**src/pkg/ast_pkg.sv**
```systemverilog
// Constants, types and frame layout of the asynchronous serial transmitter
package ast_pkg;
   localparam int unsigned CLK_FREQ_HZ = 20000000;
   localparam int unsigned DATA_W = 8;
   localparam int unsigned BAUD_W = 16;
   localparam int unsigned FRAME_W = 11;
   localparam int unsigned CNT_W = 4;
   // Bits per frame: start, data word, stop
   localparam logic [CNT_W-1:0] FRAME_LEN_8 = 4'hA;
   localparam logic [CNT_W-1:0] FRAME_LEN_9 = 4'hB;
   localparam logic [CNT_W-1:0] MARK_LEN = 4'h1;
   // Field positions inside a frame image, bit 0 leaves first
   localparam int unsigned START_POS = 0;
   localparam int unsigned DATA_POS = 1;
   localparam int unsigned NINTH_POS = 9;
   localparam int unsigned STOP8_POS = 9;
   localparam int unsigned STOP9_POS = 10;
   localparam logic [FRAME_W-1:0] FRAME_ONES = 11'h7FF;
   localparam logic [FRAME_W-1:0] FRAME_ZEROS = 11'h000;
   // Reset values
   localparam logic TBE_RESET = 1'b1;
   localparam logic TC_RESET = 1'b1;
   localparam logic PIN_IDLE = 1'b1;
   localparam logic [BAUD_W-1:0] BAUD_CNT_RESET = 16'h0000;

   typedef enum logic [1:0] {
      AST_IDLE = 2'b00,
      AST_SEND = 2'b01,
      AST_MARK = 2'b10
   } ast_state_e;

   typedef enum logic [1:0] {
      AST_KIND_DATA = 2'b00,
      AST_KIND_IDLE = 2'b01,
      AST_KIND_BREAK = 2'b10,
      AST_KIND_MARK = 2'b11
   } ast_kind_e;

   // Control bits that software holds in the first control register
   typedef struct packed {
      logic tx_on;
      logic rx_on;
      logic word9;
      logic ninth_transmit_bit;
      logic send_break_ctl;
      logic tx_empty_irq_enable;
      logic frame_done_irq_enable;
      logic irq_mask;
   } ast_ctrl_s;
endpackage

```
**src/hdl/ast_tx.sv**
```systemverilog
// Transmit side of the asynchronous serial interface
`timescale 1ns/1ps

module ast_tx
   import ast_pkg::*;
(
   input wire logic clk_i,
   input wire logic nrst_i,
   input wire ast_ctrl_s ctrl_i,
   input wire logic [BAUD_W-1:0] tx_baud_div_i,
   input wire logic status_access_i,
   input wire logic data_write_i,
   input wire logic [DATA_W-1:0] data_i,
   output logic serial_out_o,
   output logic serial_oe_o,
   output logic tx_buffer_empty_flag_o,
   output logic frame_done_flag_o,
   output logic tx_empty_irq_o,
   output logic frame_done_irq_o,
   output logic busy_o
);

   ast_state_e state;
   ast_kind_e kind;
   logic [FRAME_W-1:0] shift;
   logic [CNT_W-1:0] bits_left;
   logic [BAUD_W-1:0] baud_cnt;
   logic [BAUD_W-1:0] baud_last;
   logic bit_tick;
   logic frame_end;
   logic can_start;
   logic [DATA_W-1:0] hold_data;
   logic hold_valid;
   logic hold_ninth;
   logic armed;
   logic tx_on_q;
   logic idle_pending;
   logic last_break;
   logic load_break;
   logic load_mark;
   logic load_idle;
   logic load_hold;
   logic load_direct;
   logic load_any;
   logic clear_seq;
   logic [FRAME_W-1:0] next_frame;
   logic [DATA_W-1:0] load_data;
   logic load_ninth;

   // A divider of zero is taken as one so the bit period is never empty
   assign baud_last = (tx_baud_div_i == BAUD_CNT_RESET) ?
      BAUD_CNT_RESET : tx_baud_div_i - 16'h0001;
   assign bit_tick = (state != AST_IDLE) && (baud_cnt == baud_last);
   assign frame_end = bit_tick && (bits_left == MARK_LEN);
   assign can_start = ((state == AST_IDLE) || frame_end) && ctrl_i.tx_on;
   assign clear_seq = data_write_i && armed;

   // Next frame choice, break first, then the closing one bit, then idle
   always_comb
   begin
      load_break = 1'b0;
      load_mark = 1'b0;
      load_idle = 1'b0;
      load_hold = 1'b0;
      load_direct = 1'b0;
      if (can_start)
      begin
         if (ctrl_i.send_break_ctl)
            load_break = 1'b1;
         else if (last_break)
            load_mark = 1'b1;
         else if (idle_pending || !tx_on_q)
            load_idle = 1'b1;
         else if (hold_valid)
            load_hold = 1'b1;
         else if (data_write_i && (state == AST_IDLE))
            load_direct = 1'b1;
      end
   end

   assign load_any = load_break | load_mark | load_idle | load_hold |
      load_direct;
   assign load_data = load_hold ? hold_data : data_i;
   assign load_ninth = load_hold ? hold_ninth : ctrl_i.ninth_transmit_bit;

   // Frame image, start bit at bit 0; the all-ones fill gives the stop bit
   always_comb
   begin
      next_frame = FRAME_ONES;
      if (load_break)
         next_frame = FRAME_ZEROS;
      else if (load_hold || load_direct)
      begin
         next_frame[START_POS] = 1'b0;
         next_frame[DATA_POS +: DATA_W] = load_data;
         if (ctrl_i.word9)
            next_frame[NINTH_POS] = load_ninth;
      end
   end

   // Bit timing restarts with each frame so every bit is one full period
   always_ff @(posedge clk_i or negedge nrst_i)
   begin
      if (!nrst_i)
         baud_cnt <= BAUD_CNT_RESET;
      else if (load_any || bit_tick || (state == AST_IDLE))
         baud_cnt <= BAUD_CNT_RESET;
      else
         baud_cnt <= baud_cnt + 16'h0001;
   end

   // Frame sequencer
   always_ff @(posedge clk_i or negedge nrst_i)
   begin
      if (!nrst_i)
      begin
         state <= AST_IDLE;
         kind <= AST_KIND_IDLE;
         shift <= FRAME_ONES;
         bits_left <= MARK_LEN;
      end
      else if (load_any)
      begin
         state <= load_mark ? AST_MARK : AST_SEND;
         shift <= next_frame;
         kind <= load_mark ? AST_KIND_MARK : load_break ? AST_KIND_BREAK :
            load_idle ? AST_KIND_IDLE : AST_KIND_DATA;
         bits_left <= load_mark ? MARK_LEN :
            (ctrl_i.word9 ? FRAME_LEN_9 : FRAME_LEN_8);
      end
      else if (frame_end)
      begin
         state <= AST_IDLE;
         shift <= FRAME_ONES;
      end
      else if (bit_tick)
      begin
         shift <= {1'b1, shift[FRAME_W-1:1]};
         bits_left <= bits_left - 4'h1;
      end
   end

   // Break history, so one mark bit closes the last break frame
   always_ff @(posedge clk_i or negedge nrst_i)
   begin
      if (!nrst_i)
         last_break <= 1'b0;
      else if (load_any)
         last_break <= load_break;
      else if (!ctrl_i.tx_on)
         last_break <= 1'b0;
   end

   // Transmitter-on edge requests one idle frame before the next data
   always_ff @(posedge clk_i or negedge nrst_i)
   begin
      if (!nrst_i)
      begin
         tx_on_q <= 1'b0;
         idle_pending <= 1'b0;
      end
      else
      begin
         tx_on_q <= ctrl_i.tx_on;
         if (load_idle)
            idle_pending <= 1'b0;
         else if (ctrl_i.tx_on && !tx_on_q)
            idle_pending <= 1'b1;
      end
   end

   // Holding buffer; a transmitter-off drops what it holds
   always_ff @(posedge clk_i or negedge nrst_i)
   begin
      if (!nrst_i)
      begin
         hold_valid <= 1'b0;
         hold_data <= '0;
         hold_ninth <= 1'b0;
      end
      else if (data_write_i && !load_direct)
      begin
         hold_valid <= 1'b1;
         hold_data <= data_i;
         hold_ninth <= ctrl_i.ninth_transmit_bit;
      end
      else if (load_hold || !ctrl_i.tx_on)
         hold_valid <= 1'b0;
   end

   // Status access arms the clear; the following data write consumes it
   always_ff @(posedge clk_i or negedge nrst_i)
   begin
      if (!nrst_i)
         armed <= 1'b0;
      else if (status_access_i)
         armed <= 1'b1;
      else if (data_write_i)
         armed <= 1'b0;
   end

   // Flags: a set in the clearing cycle wins
   always_ff @(posedge clk_i or negedge nrst_i)
   begin
      if (!nrst_i)
      begin
         tx_buffer_empty_flag_o <= TBE_RESET;
         frame_done_flag_o <= TC_RESET;
      end
      else
      begin
         if (load_hold || load_direct)
            tx_buffer_empty_flag_o <= 1'b1;
         else if (clear_seq)
            tx_buffer_empty_flag_o <= 1'b0;
         if (frame_end)
            frame_done_flag_o <= 1'b1;
         else if (clear_seq)
            frame_done_flag_o <= 1'b0;
      end
   end

   // Interrupt requests follow the flags by one cycle
   always_ff @(posedge clk_i or negedge nrst_i)
   begin
      if (!nrst_i)
      begin
         tx_empty_irq_o <= 1'b0;
         frame_done_irq_o <= 1'b0;
      end
      else
      begin
         tx_empty_irq_o <= tx_buffer_empty_flag_o &&
            ctrl_i.tx_empty_irq_enable && !ctrl_i.irq_mask;
         frame_done_irq_o <= frame_done_flag_o &&
            ctrl_i.frame_done_irq_enable && !ctrl_i.irq_mask;
      end
   end

   // Pin drive; the output lags the shifter by one cycle
   always_ff @(posedge clk_i or negedge nrst_i)
   begin
      if (!nrst_i)
      begin
         serial_out_o <= PIN_IDLE;
         serial_oe_o <= 1'b0;
         busy_o <= 1'b0;
      end
      else
      begin
         serial_oe_o <= ctrl_i.tx_on || ctrl_i.rx_on;
         serial_out_o <= (state == AST_IDLE) ? PIN_IDLE : shift[0];
         busy_o <= (state != AST_IDLE);
      end
   end

   frame_len_a: assert property (
      @(posedge clk_i) disable iff (!nrst_i)
      (load_hold || load_direct) |=>
         bits_left == ($past(ctrl_i.word9) ? FRAME_LEN_9 : FRAME_LEN_8))
      else $error("data frame length does not match word length");

   start_low_a: assert property (
      @(posedge clk_i) disable iff (!nrst_i)
      (load_hold || load_direct) |-> ##2 !serial_out_o)
      else $error("start bit not low on pin");

   stop_high_a: assert property (
      @(posedge clk_i) disable iff (!nrst_i)
      (state == AST_SEND && kind == AST_KIND_DATA && bits_left == MARK_LEN)
         |=> serial_out_o)
      else $error("stop bit not high on pin");

   lsb_first_a: assert property (
      @(posedge clk_i) disable iff (!nrst_i)
      load_direct |=> shift[DATA_POS] == $past(data_i[0]))
      else $error("first data bit is not the lsb");

   ninth_bit_a: assert property (
      @(posedge clk_i) disable iff (!nrst_i)
      (load_direct && ctrl_i.word9) |=>
         shift[NINTH_POS] == $past(ctrl_i.ninth_transmit_bit))
      else $error("ninth bit not taken from control");

   idle_ones_a: assert property (
      @(posedge clk_i) disable iff (!nrst_i)
      (state == AST_SEND && kind == AST_KIND_IDLE) |-> (&shift))
      else $error("idle frame holds a zero");

   break_mark_a: assert property (
      @(posedge clk_i) disable iff (!nrst_i)
      (frame_end && kind == AST_KIND_BREAK && ctrl_i.tx_on &&
         !ctrl_i.send_break_ctl) |=> state == AST_MARK ##2 serial_out_o)
      else $error("no one bit after last break frame");

   pin_release_a: assert property (
      @(posedge clk_i) disable iff (!nrst_i)
      (!ctrl_i.tx_on && !ctrl_i.rx_on) |=> !serial_oe_o)
      else $error("pin still claimed while both sides off");

   idle_high_a: assert property (
      @(posedge clk_i) disable iff (!nrst_i)
      (state == AST_IDLE && (ctrl_i.tx_on || ctrl_i.rx_on))
         |=> serial_out_o && serial_oe_o)
      else $error("idle pin not driven high");

   on_idle_a: assert property (
      @(posedge clk_i) disable iff (!nrst_i)
      (ctrl_i.tx_on && !tx_on_q && state == AST_IDLE &&
         !ctrl_i.send_break_ctl && !last_break) |=> kind == AST_KIND_IDLE)
      else $error("no idle frame after transmitter on");

   tbe_hold_a: assert property (
      @(posedge clk_i) disable iff (!nrst_i)
      (tx_buffer_empty_flag_o && !clear_seq) |=> tx_buffer_empty_flag_o)
      else $error("buffer empty cleared without access pair");

   tbe_set_a: assert property (
      @(posedge clk_i) disable iff (!nrst_i)
      load_hold |=> tx_buffer_empty_flag_o && !hold_valid || $past(data_write_i))
      else $error("buffer empty not set on transfer");

   tc_set_a: assert property (
      @(posedge clk_i) disable iff (!nrst_i)
      frame_end |=> frame_done_flag_o ##1
         (frame_done_irq_o == (ctrl_i.frame_done_irq_enable &&
            !ctrl_i.irq_mask) || $changed(ctrl_i)))
      else $error("frame done not set after stop bit");

   bit_steady_a: assert property (
      @(posedge clk_i) disable iff (!nrst_i)
      (state != AST_IDLE && !bit_tick && !load_any) |=>
         bits_left == $past(bits_left) && $stable(shift))
      else $error("shifter moved between bit ticks");

endmodule

```
**config.mk**
```make
export PLATFORM = sky130hd
export DESIGN_NAME = ast_tx
export DESIGN_NICKNAME = d
export VERILOG_FILES = /design/src/pkg/ast_pkg.sv /design/src/hdl/ast_tx.sv
export SDC_FILE = /design/constraint.sdc
export NUM_CORES = 1
export LEC_CHECK = 0
export BUFFER_PORTS_ARGS = -buffer_cell sky130_fd_sc_hd__buf_4
export CAP_MARGIN = 5
export CORE_UTILIZATION = 60
export DETAILED_ROUTE_END_ITERATION = 16
export PLACE_DENSITY_LB_ADDON = 0.25
export RECOVER_POWER = 50
export SYNTH_ARGS = -nofsm -noshare
export SYNTH_HDL_FRONTEND = slang
export SYNTH_SLANG_ARGS = --single-unit
export TNS_END_PERCENT = 30
```
**constraint.sdc**
```tcl
create_clock -name clk_i -period 8.5 [get_ports clk_i]
set_input_delay 1.7 -clock clk_i [delete_from_list [all_inputs] [get_ports clk_i]]
set_output_delay 1.7 -clock clk_i [all_outputs]
set_load 0.02 [all_outputs]
```
# Word-level counts from Yosys, hierarchy flattened
# Cells that the tools add are included.
[totals]
in_bits = 36
mem_count = 0
mem_bits_ro = 0
latchBits = 0
register_bits = 54
wordCells = 114
ramBits = 0
[op_classes]
eq_ne = 4
n_bitwise = 4
div = 0
magnitude_cmp = 0
multipliers = 0
shifts = 0
addsub = 3
n_reduce_logical = 34
muxes = 51
[ops]
columns = ["operator", "n"]
rows = [
  ["$mux W1", 36],
  ["$mux W11", 3],
  ["$mux W16", 2],
  ["$mux W10", 2],
  ["$add A16 B1 Y16 const B", 1],
  ["$eq A16 B16 Y1", 1],
  ["$logic_not A16 Y1", 1],
  ["$mux W4", 4],
  ["$reduce_bool A2 Y1", 8],
  ["$sub A16 B1 Y16 const B", 1],
  ["$logic_and A1 B1 Y1", 11],
  ["$mux W8", 1],
  ["$logic_or A1 B1 Y1", 7],
  ["$mux W2", 3],
  ["$eq A4 B1 Y1 const B", 1],
  ["$logic_not A1 Y1", 4],
  ["$ne A2 B1 Y1 const B", 2],
  ["$or A1 B1 Y1", 4],
  ["$sub A4 B1 Y4 const B", 1],
  ["$reduce_bool A3 Y1", 1],
  ["$logic_not A2 Y1", 1],
  ["$reduce_and A2 Y1", 1],
]

# Longest topological paths before layout
[depth]
depth_word = 15
depth_mapped = 13

# Least setup slack after synthesis
# Ideal clock, no wire load.
[synth_timing]
path_kind = "in2reg"
startpoint = "in tx_baud_div_i[0]"
endpoint = "reg shift[9]"
path_stages = 12
arrival_time_ps = 4764
n_path_buf = 0
path_slack_ps = 3658
setup_ps = 77
path_cell_list = "inv_1 -> ha_1 -> or3b_4 -> or3_1 -> a221o_1 -> a221oi_2 -> nand4_1 -> nor4_2 -> a31oi_2 -> or4_1 -> and3_1 -> o21a_1"
[synth_via]
elab_chain_cells = 13
word_cells_on_any_way = 25
[synth_rtl]
columns = ["element", "line_no", "rtl"]
rows = [
  ["start: declaration", "ast_tx.sv:10", "input wire logic [BAUD_W-1:0] tx_baud_div_i,"],
  ["$sub A16 B1 Y16 or $logic_not A16 Y1 (tied branches)", "ast_tx.sv:52, ast_tx.sv:51", ""],
  ["$mux W16 (*)", "ast_tx.sv:51", "assign baud_last = (tx_baud_div_i == BAUD_CNT_RESET) ?"],
  ["$eq A16 B16 Y1 (*)", "ast_tx.sv:53", "assign bit_tick = (state != AST_IDLE) && (baud_cnt == baud_last);"],
  ["$logic_and A1 B1 Y1 (*)", "ast_tx.sv:53", ""],
  ["$logic_and A1 B1 Y1", "ast_tx.sv:54", "assign frame_end = bit_tick && (bits_left == MARK_LEN);"],
  ["$logic_or A1 B1 Y1", "ast_tx.sv:55", "assign can_start = ((state == AST_IDLE) || frame_end) && ctrl_i.tx_on;"],
  ["$logic_and A1 B1 Y1", "ast_tx.sv:55", ""],
  ["$mux W1", "ast_tx.sv:66", "if (can_start)"],
  ["$or A1 B1 Y1 or $mux W1 (tied branches)", "ast_tx.sv:81, ast_tx.sv:84", ""],
  ["$or A1 B1 Y1 or $mux W1 (tied branches)", "ast_tx.sv:81, ast_tx.sv:96", ""],
  ["$or A1 B1 Y1 or $mux W10 (tied branches)", "ast_tx.sv:81, ast_tx.sv:92", ""],
  ["$or A1 B1 Y1 or $mux W10 (tied branches)", "ast_tx.sv:81, ast_tx.sv:90", ""],
  ["$reduce_bool A3 Y1 (no line) or $mux W11 (tied branches)", "--", ""],
  ["end signal: assignment", "ast_tx.sv:125", "shift <= next_frame;"],
  ["end signal: assignment", "ast_tx.sv:138", "shift <= {1'b1, shift[FRAME_W-1:1]};"],
  ["end: declaration", "ast_tx.sv:25", "logic [FRAME_W-1:0] shift;"],
]
# Mark *: on every way between the ends. The rest lies on a longest branch, timed or not.
# A chain may end at the register's enable or synchronous reset.

# Worst setup path in the final report
[layout_timing]
startpoint = "in tx_baud_div_i[0]"
endpoint = "reg bits_left[1]"
[layout_via]
elab_chain_cells = 14
word_cells_on_any_way = 22
[layout_rtl]
columns = ["element", "line_no", "rtl"]
rows = [
  ["$sub A16 B1 Y16 or $logic_not A16 Y1 (tied branches)", "ast_tx.sv:52, ast_tx.sv:51", ""],
  ["$mux W16 (*)", "ast_tx.sv:51", ""],
  ["$eq A16 B16 Y1 (*)", "ast_tx.sv:53", ""],
  ["$logic_and A1 B1 Y1 (*)", "ast_tx.sv:53", ""],
  ["$logic_and A1 B1 Y1", "ast_tx.sv:54", ""],
  ["$logic_or A1 B1 Y1", "ast_tx.sv:55", ""],
  ["$logic_and A1 B1 Y1", "ast_tx.sv:55", ""],
  ["$mux W1", "ast_tx.sv:66", ""],
  ["$or A1 B1 Y1 (4 in series)", "ast_tx.sv:81", "assign load_any = load_break | load_mark | load_idle | load_hold |"],
  ["$ne A2 B1 Y1 (no line) or $reduce_bool A2 Y1 (tied branches)", "--", ""],
  ["$reduce_and A2 Y1 (no line)", "--", ""],
  ["end signal: assignment", "ast_tx.sv:128", "bits_left <= load_mark ? MARK_LEN :"],
  ["end signal: assignment", "ast_tx.sv:139", "bits_left <= bits_left - 4'h1;"],
  ["end: declaration", "ast_tx.sv:26", "logic [CNT_W-1:0] bits_left;"],
]
# Marks and branches as above.

==> summary.txt <==
Run status
  • Status: finished with violations
  • Failing checks: capacitance limit, slew limit

Die
  • # IOs: 43
  • Die H: 78.2 um
  • Die W: 78.2 um
  • Rows: 27
  • Die area: 6120 um^2
  • Core Region: 5540 um^2
  • Initial Utilization: 62.9%

Worst setup path
  • Critical Path Start: tx_baud_div_i[0]
  • CP max FO: 14
  • CP arrival: 5.48 ns
  • Worst Path Required: 8.69 ns
  • Worst reg2reg startpoint: baud_cnt[2]
  • Critical path type: input port to register
  • Worst Setup Start Kind: input port
  • Worst Setup End Kind: register

Clock tree
  • CTS tree: yes
  • Setup bufs post-CTS: 0
  • Clock Path Buffers: 2
  • Cts hold-fix bufs: 0
  • CTS resizes: 0
  • Reg clk slew, reported paths: 0.09 ns
  • Htree depth: 2
  • CTS buffer count: 5
  • Num Clock Sinks: 54
  • Clock latency on the worst-skew pair: 0.30 ns
  • CTS Root Cell: clkbuf_8

STA
  • Worst relative slew slack: -89.3%
  • RSZ-0062 raised after global routing: false
  • Slew Viols, Final: 55
  • Final period util: 62.2%
  • Skew final: 0.00544 ns
  • Fmax: 0.189 GHz
  • Fin Setup TNS: 0 ns
  • Hold_ws: 0.495 ns
  • Worst slew pin tran: 2.84 ns
  • Count of final hold-check violations: 0
  • Final setup fails: 0
  • Setup ws final: 3.21 ns
  • Post-route minimum period: 5.29 ns

Detailed routing
  • Iteration-0 DRC Markers: 177
  • Vias/cell: 6.07
  • Avg WL per Cell: 16.0 um
  • Residual DRC count: 0
  • Final wirelength: 7.96 mm
  • TritonRoute pass-1 iters: 4
  • Antenna viol nets, final: 0
  • Vias after detailed routing: 3,009

Synth
  • Post-synthesis mux area share: 4.95%
  • Synth top area cells: dfrtp_1, dfstp_2, nor2_1, xnor2_1, xor2_1
  • Adder-Cell Fraction of Synth Area: 1.44%
  • #FFs+latches synth: 54
  • Synth Area per Inst: 8.87 um^2
  • Post-Syn Nets: 433
  • EDFF count, synth: 0
  • Post-synth cell types: 62
  • Primary FF master, synth: dfrtp_1
  • Synth Area in Compound Gates: 16.2%
  • Top-count cell post-synth: nor2_1
  • Yosys top cell by area: dfrtp_1
  • Simple-Gate Fraction of Synth Area: 26.9%
  • Post-synth ARST share: 100%
  • Post-synth top area share: 28.0%
  • Sequential share of the synthesized area: 39.3%
  • Synth Cell Area: 3490 um^2
  • Largest family of logic cells by synthesized area: simple AND/OR/NAND/NOR gates
  • Post-synth top cells: nor2_1, dfrtp_1, nand2_1
  • Syn Inst Count: 393
  • YS warnings: 0
  • Xor/xnor share of the synthesized area: 7.04%

Cells and area
  • Layout Nets: 463
  • Area Growth Syn to Fin: 11.1%
  • Post-Layout Inst Area: 3870 um^2
  • Fraction of layout cells with a size suffix above 1: 20.5%
  • Number of fill cells: 476
  • Ant diodes: 0

Global routing
  • Largest net degree at the start of global routing: 55
  • Initial antenna violation count: 0
  • GRT Residual Overflow: 0
  • Vias in the first global route: 2,890
  • First-pass GRT wire length: 13.3 mm
  • GRT Overall Usage: 27.5%

Place
  • Dpl ws: 2.94 ns
  • Placed cell area: 3800 um^2
  • PortBufs: 42
  • Final RePlAce weighted congestion: 0.936
  • Placed wire-length estimate: 5.91 mm

Hold path
  • Hold path start: armed
  • Class of the tightest hold or removal check: register to register

Power
  • Pwr Density: 185 nW/um^2
  • Pleak: 1.63 nW
  • Maximum VDD drop: 0.000147 V

Job
  • Maxcap violations: 1
-- worst max-delay path, stage by stage --
cell and delay [ns]:
buf_4 0.13, inv_1 0.05, ha_1 0.25, nor3b_2 0.53, nand3_4 0.19, or2_2 0.41, a2111oi_2 0.32, nand4_1 0.18
nor4_2 0.40, nand3_1 0.48, nor2_1 0.22, o21a_1 0.25, mux2_2 0.36
-- where the power goes --
group	total, mW	internal (mW)	switching (mW)
registers	0.376	0.328	0.0475
clock network	0.138	0.0585	0.0797
logic	0.204	0.0972	0.107
total	0.718	0.484	0.234
-- final cells by class --
type / instances / area (um^2) / share of cell area, %
inverter: 14 / 52.6 / 1.36
multi-input combinational: 306 / 1970 / 50.9
timing repair buffer: 42 / 304 / 7.85
tap: 72 / 90.1 / 2.33
sequential: 54 / 1370 / 35.4
clock inverter: 1 / 7.51 / 0.194
clock buffer: 7 / 76.3 / 1.97
-- routing by layer --
layer	global-route usage (%)	routed length (um)
met5	0	0
met4	7.96	104
met3	3.37	336
met2	48.3	3990
met1	35.5	3530
-- state kept, by name, summed over array words and instances (netlist names) --
name	count
tx_empty_irq_o	1
armed	1
busy_o	1
tx_on_q	1
state	2
tx_buffer_empty_flag_o	1
last_break	1
bits_left	4
frame_done_flag_o	1
idle_pending	1
hold_ninth	1
baud_cnt	16
serial_out_o	1
hold_valid	1
hold_data	8
serial_oe_o	1
frame_done_irq_o	1
shift	11
-- through the flow --
stage / total power, mW / utilization [%] / std cells
2_1_floorplan: 0.521 / - / 393
3_3_place_gp: 0.576 / 68.6 / 488
3_5_place_dp: 0.583 / 68.6 / 488
4_1_cts: 0.721 / 70.1 / 496
5_1_grt: 0.765 / 69.9 / 496
6_report: 0.718 / 69.9 / 496
-- path summary, 6_finish.rpt --
path                                    end  cells after the start  slack (ns)
hold / removal                        armed                      1        0.49
max in group asynchronous      hold_data[4]                      1        4.60
hold reg to reg                       armed                      1        0.49
setup reg to reg               bits_left[1]                     10        5.13
min in group asynchronous  frame_done_irq_o                      1        2.30
setup / recovery               bits_left[1]                     13        3.21
-- kinds of logic (layout without fill, tap and decap cells) --
kind of cell | count (synthesis) | in the layout
and+or+nand+nor | 178 | 178
AOI/OAI and AO/OA | 80 | 80
DFF | 54 | 54
buffers and inverters | 33 | 64
xor gates and xnor gates | 28 | 28
muxes | 16 | 16
adders and majority gates | 4 | 4
-- placed cells by master, fill, tap and decap left out, types with 3 or more instances in the layout --
master     instances
a21oi_1           17
nor2b_1            4
xor2_1            14
nand2_1           32
a31oi_1            4
nor3_1             8
nand3b_1           3
o2bb2ai_1          3
and3_1             7
or3_1              7
mux2i_1            6
nor2_1            54
clkbuf_8           5
and2_1             3
o221ai_1           8
dfstp_2           15
o21ai_0           19
nand3_1           18
xnor2_1           14
nand2b_1           6
nand4b_1           4
ha_1               4
nand4_1            7
buf_4             37
o21a_1             4
dfrtp_1           39
inv_1             14
or2_2              5
mux2_2            10
clkbuf_1           5
nor4_1             5
No activity file was read; power rests on OpenSTA's default activity.
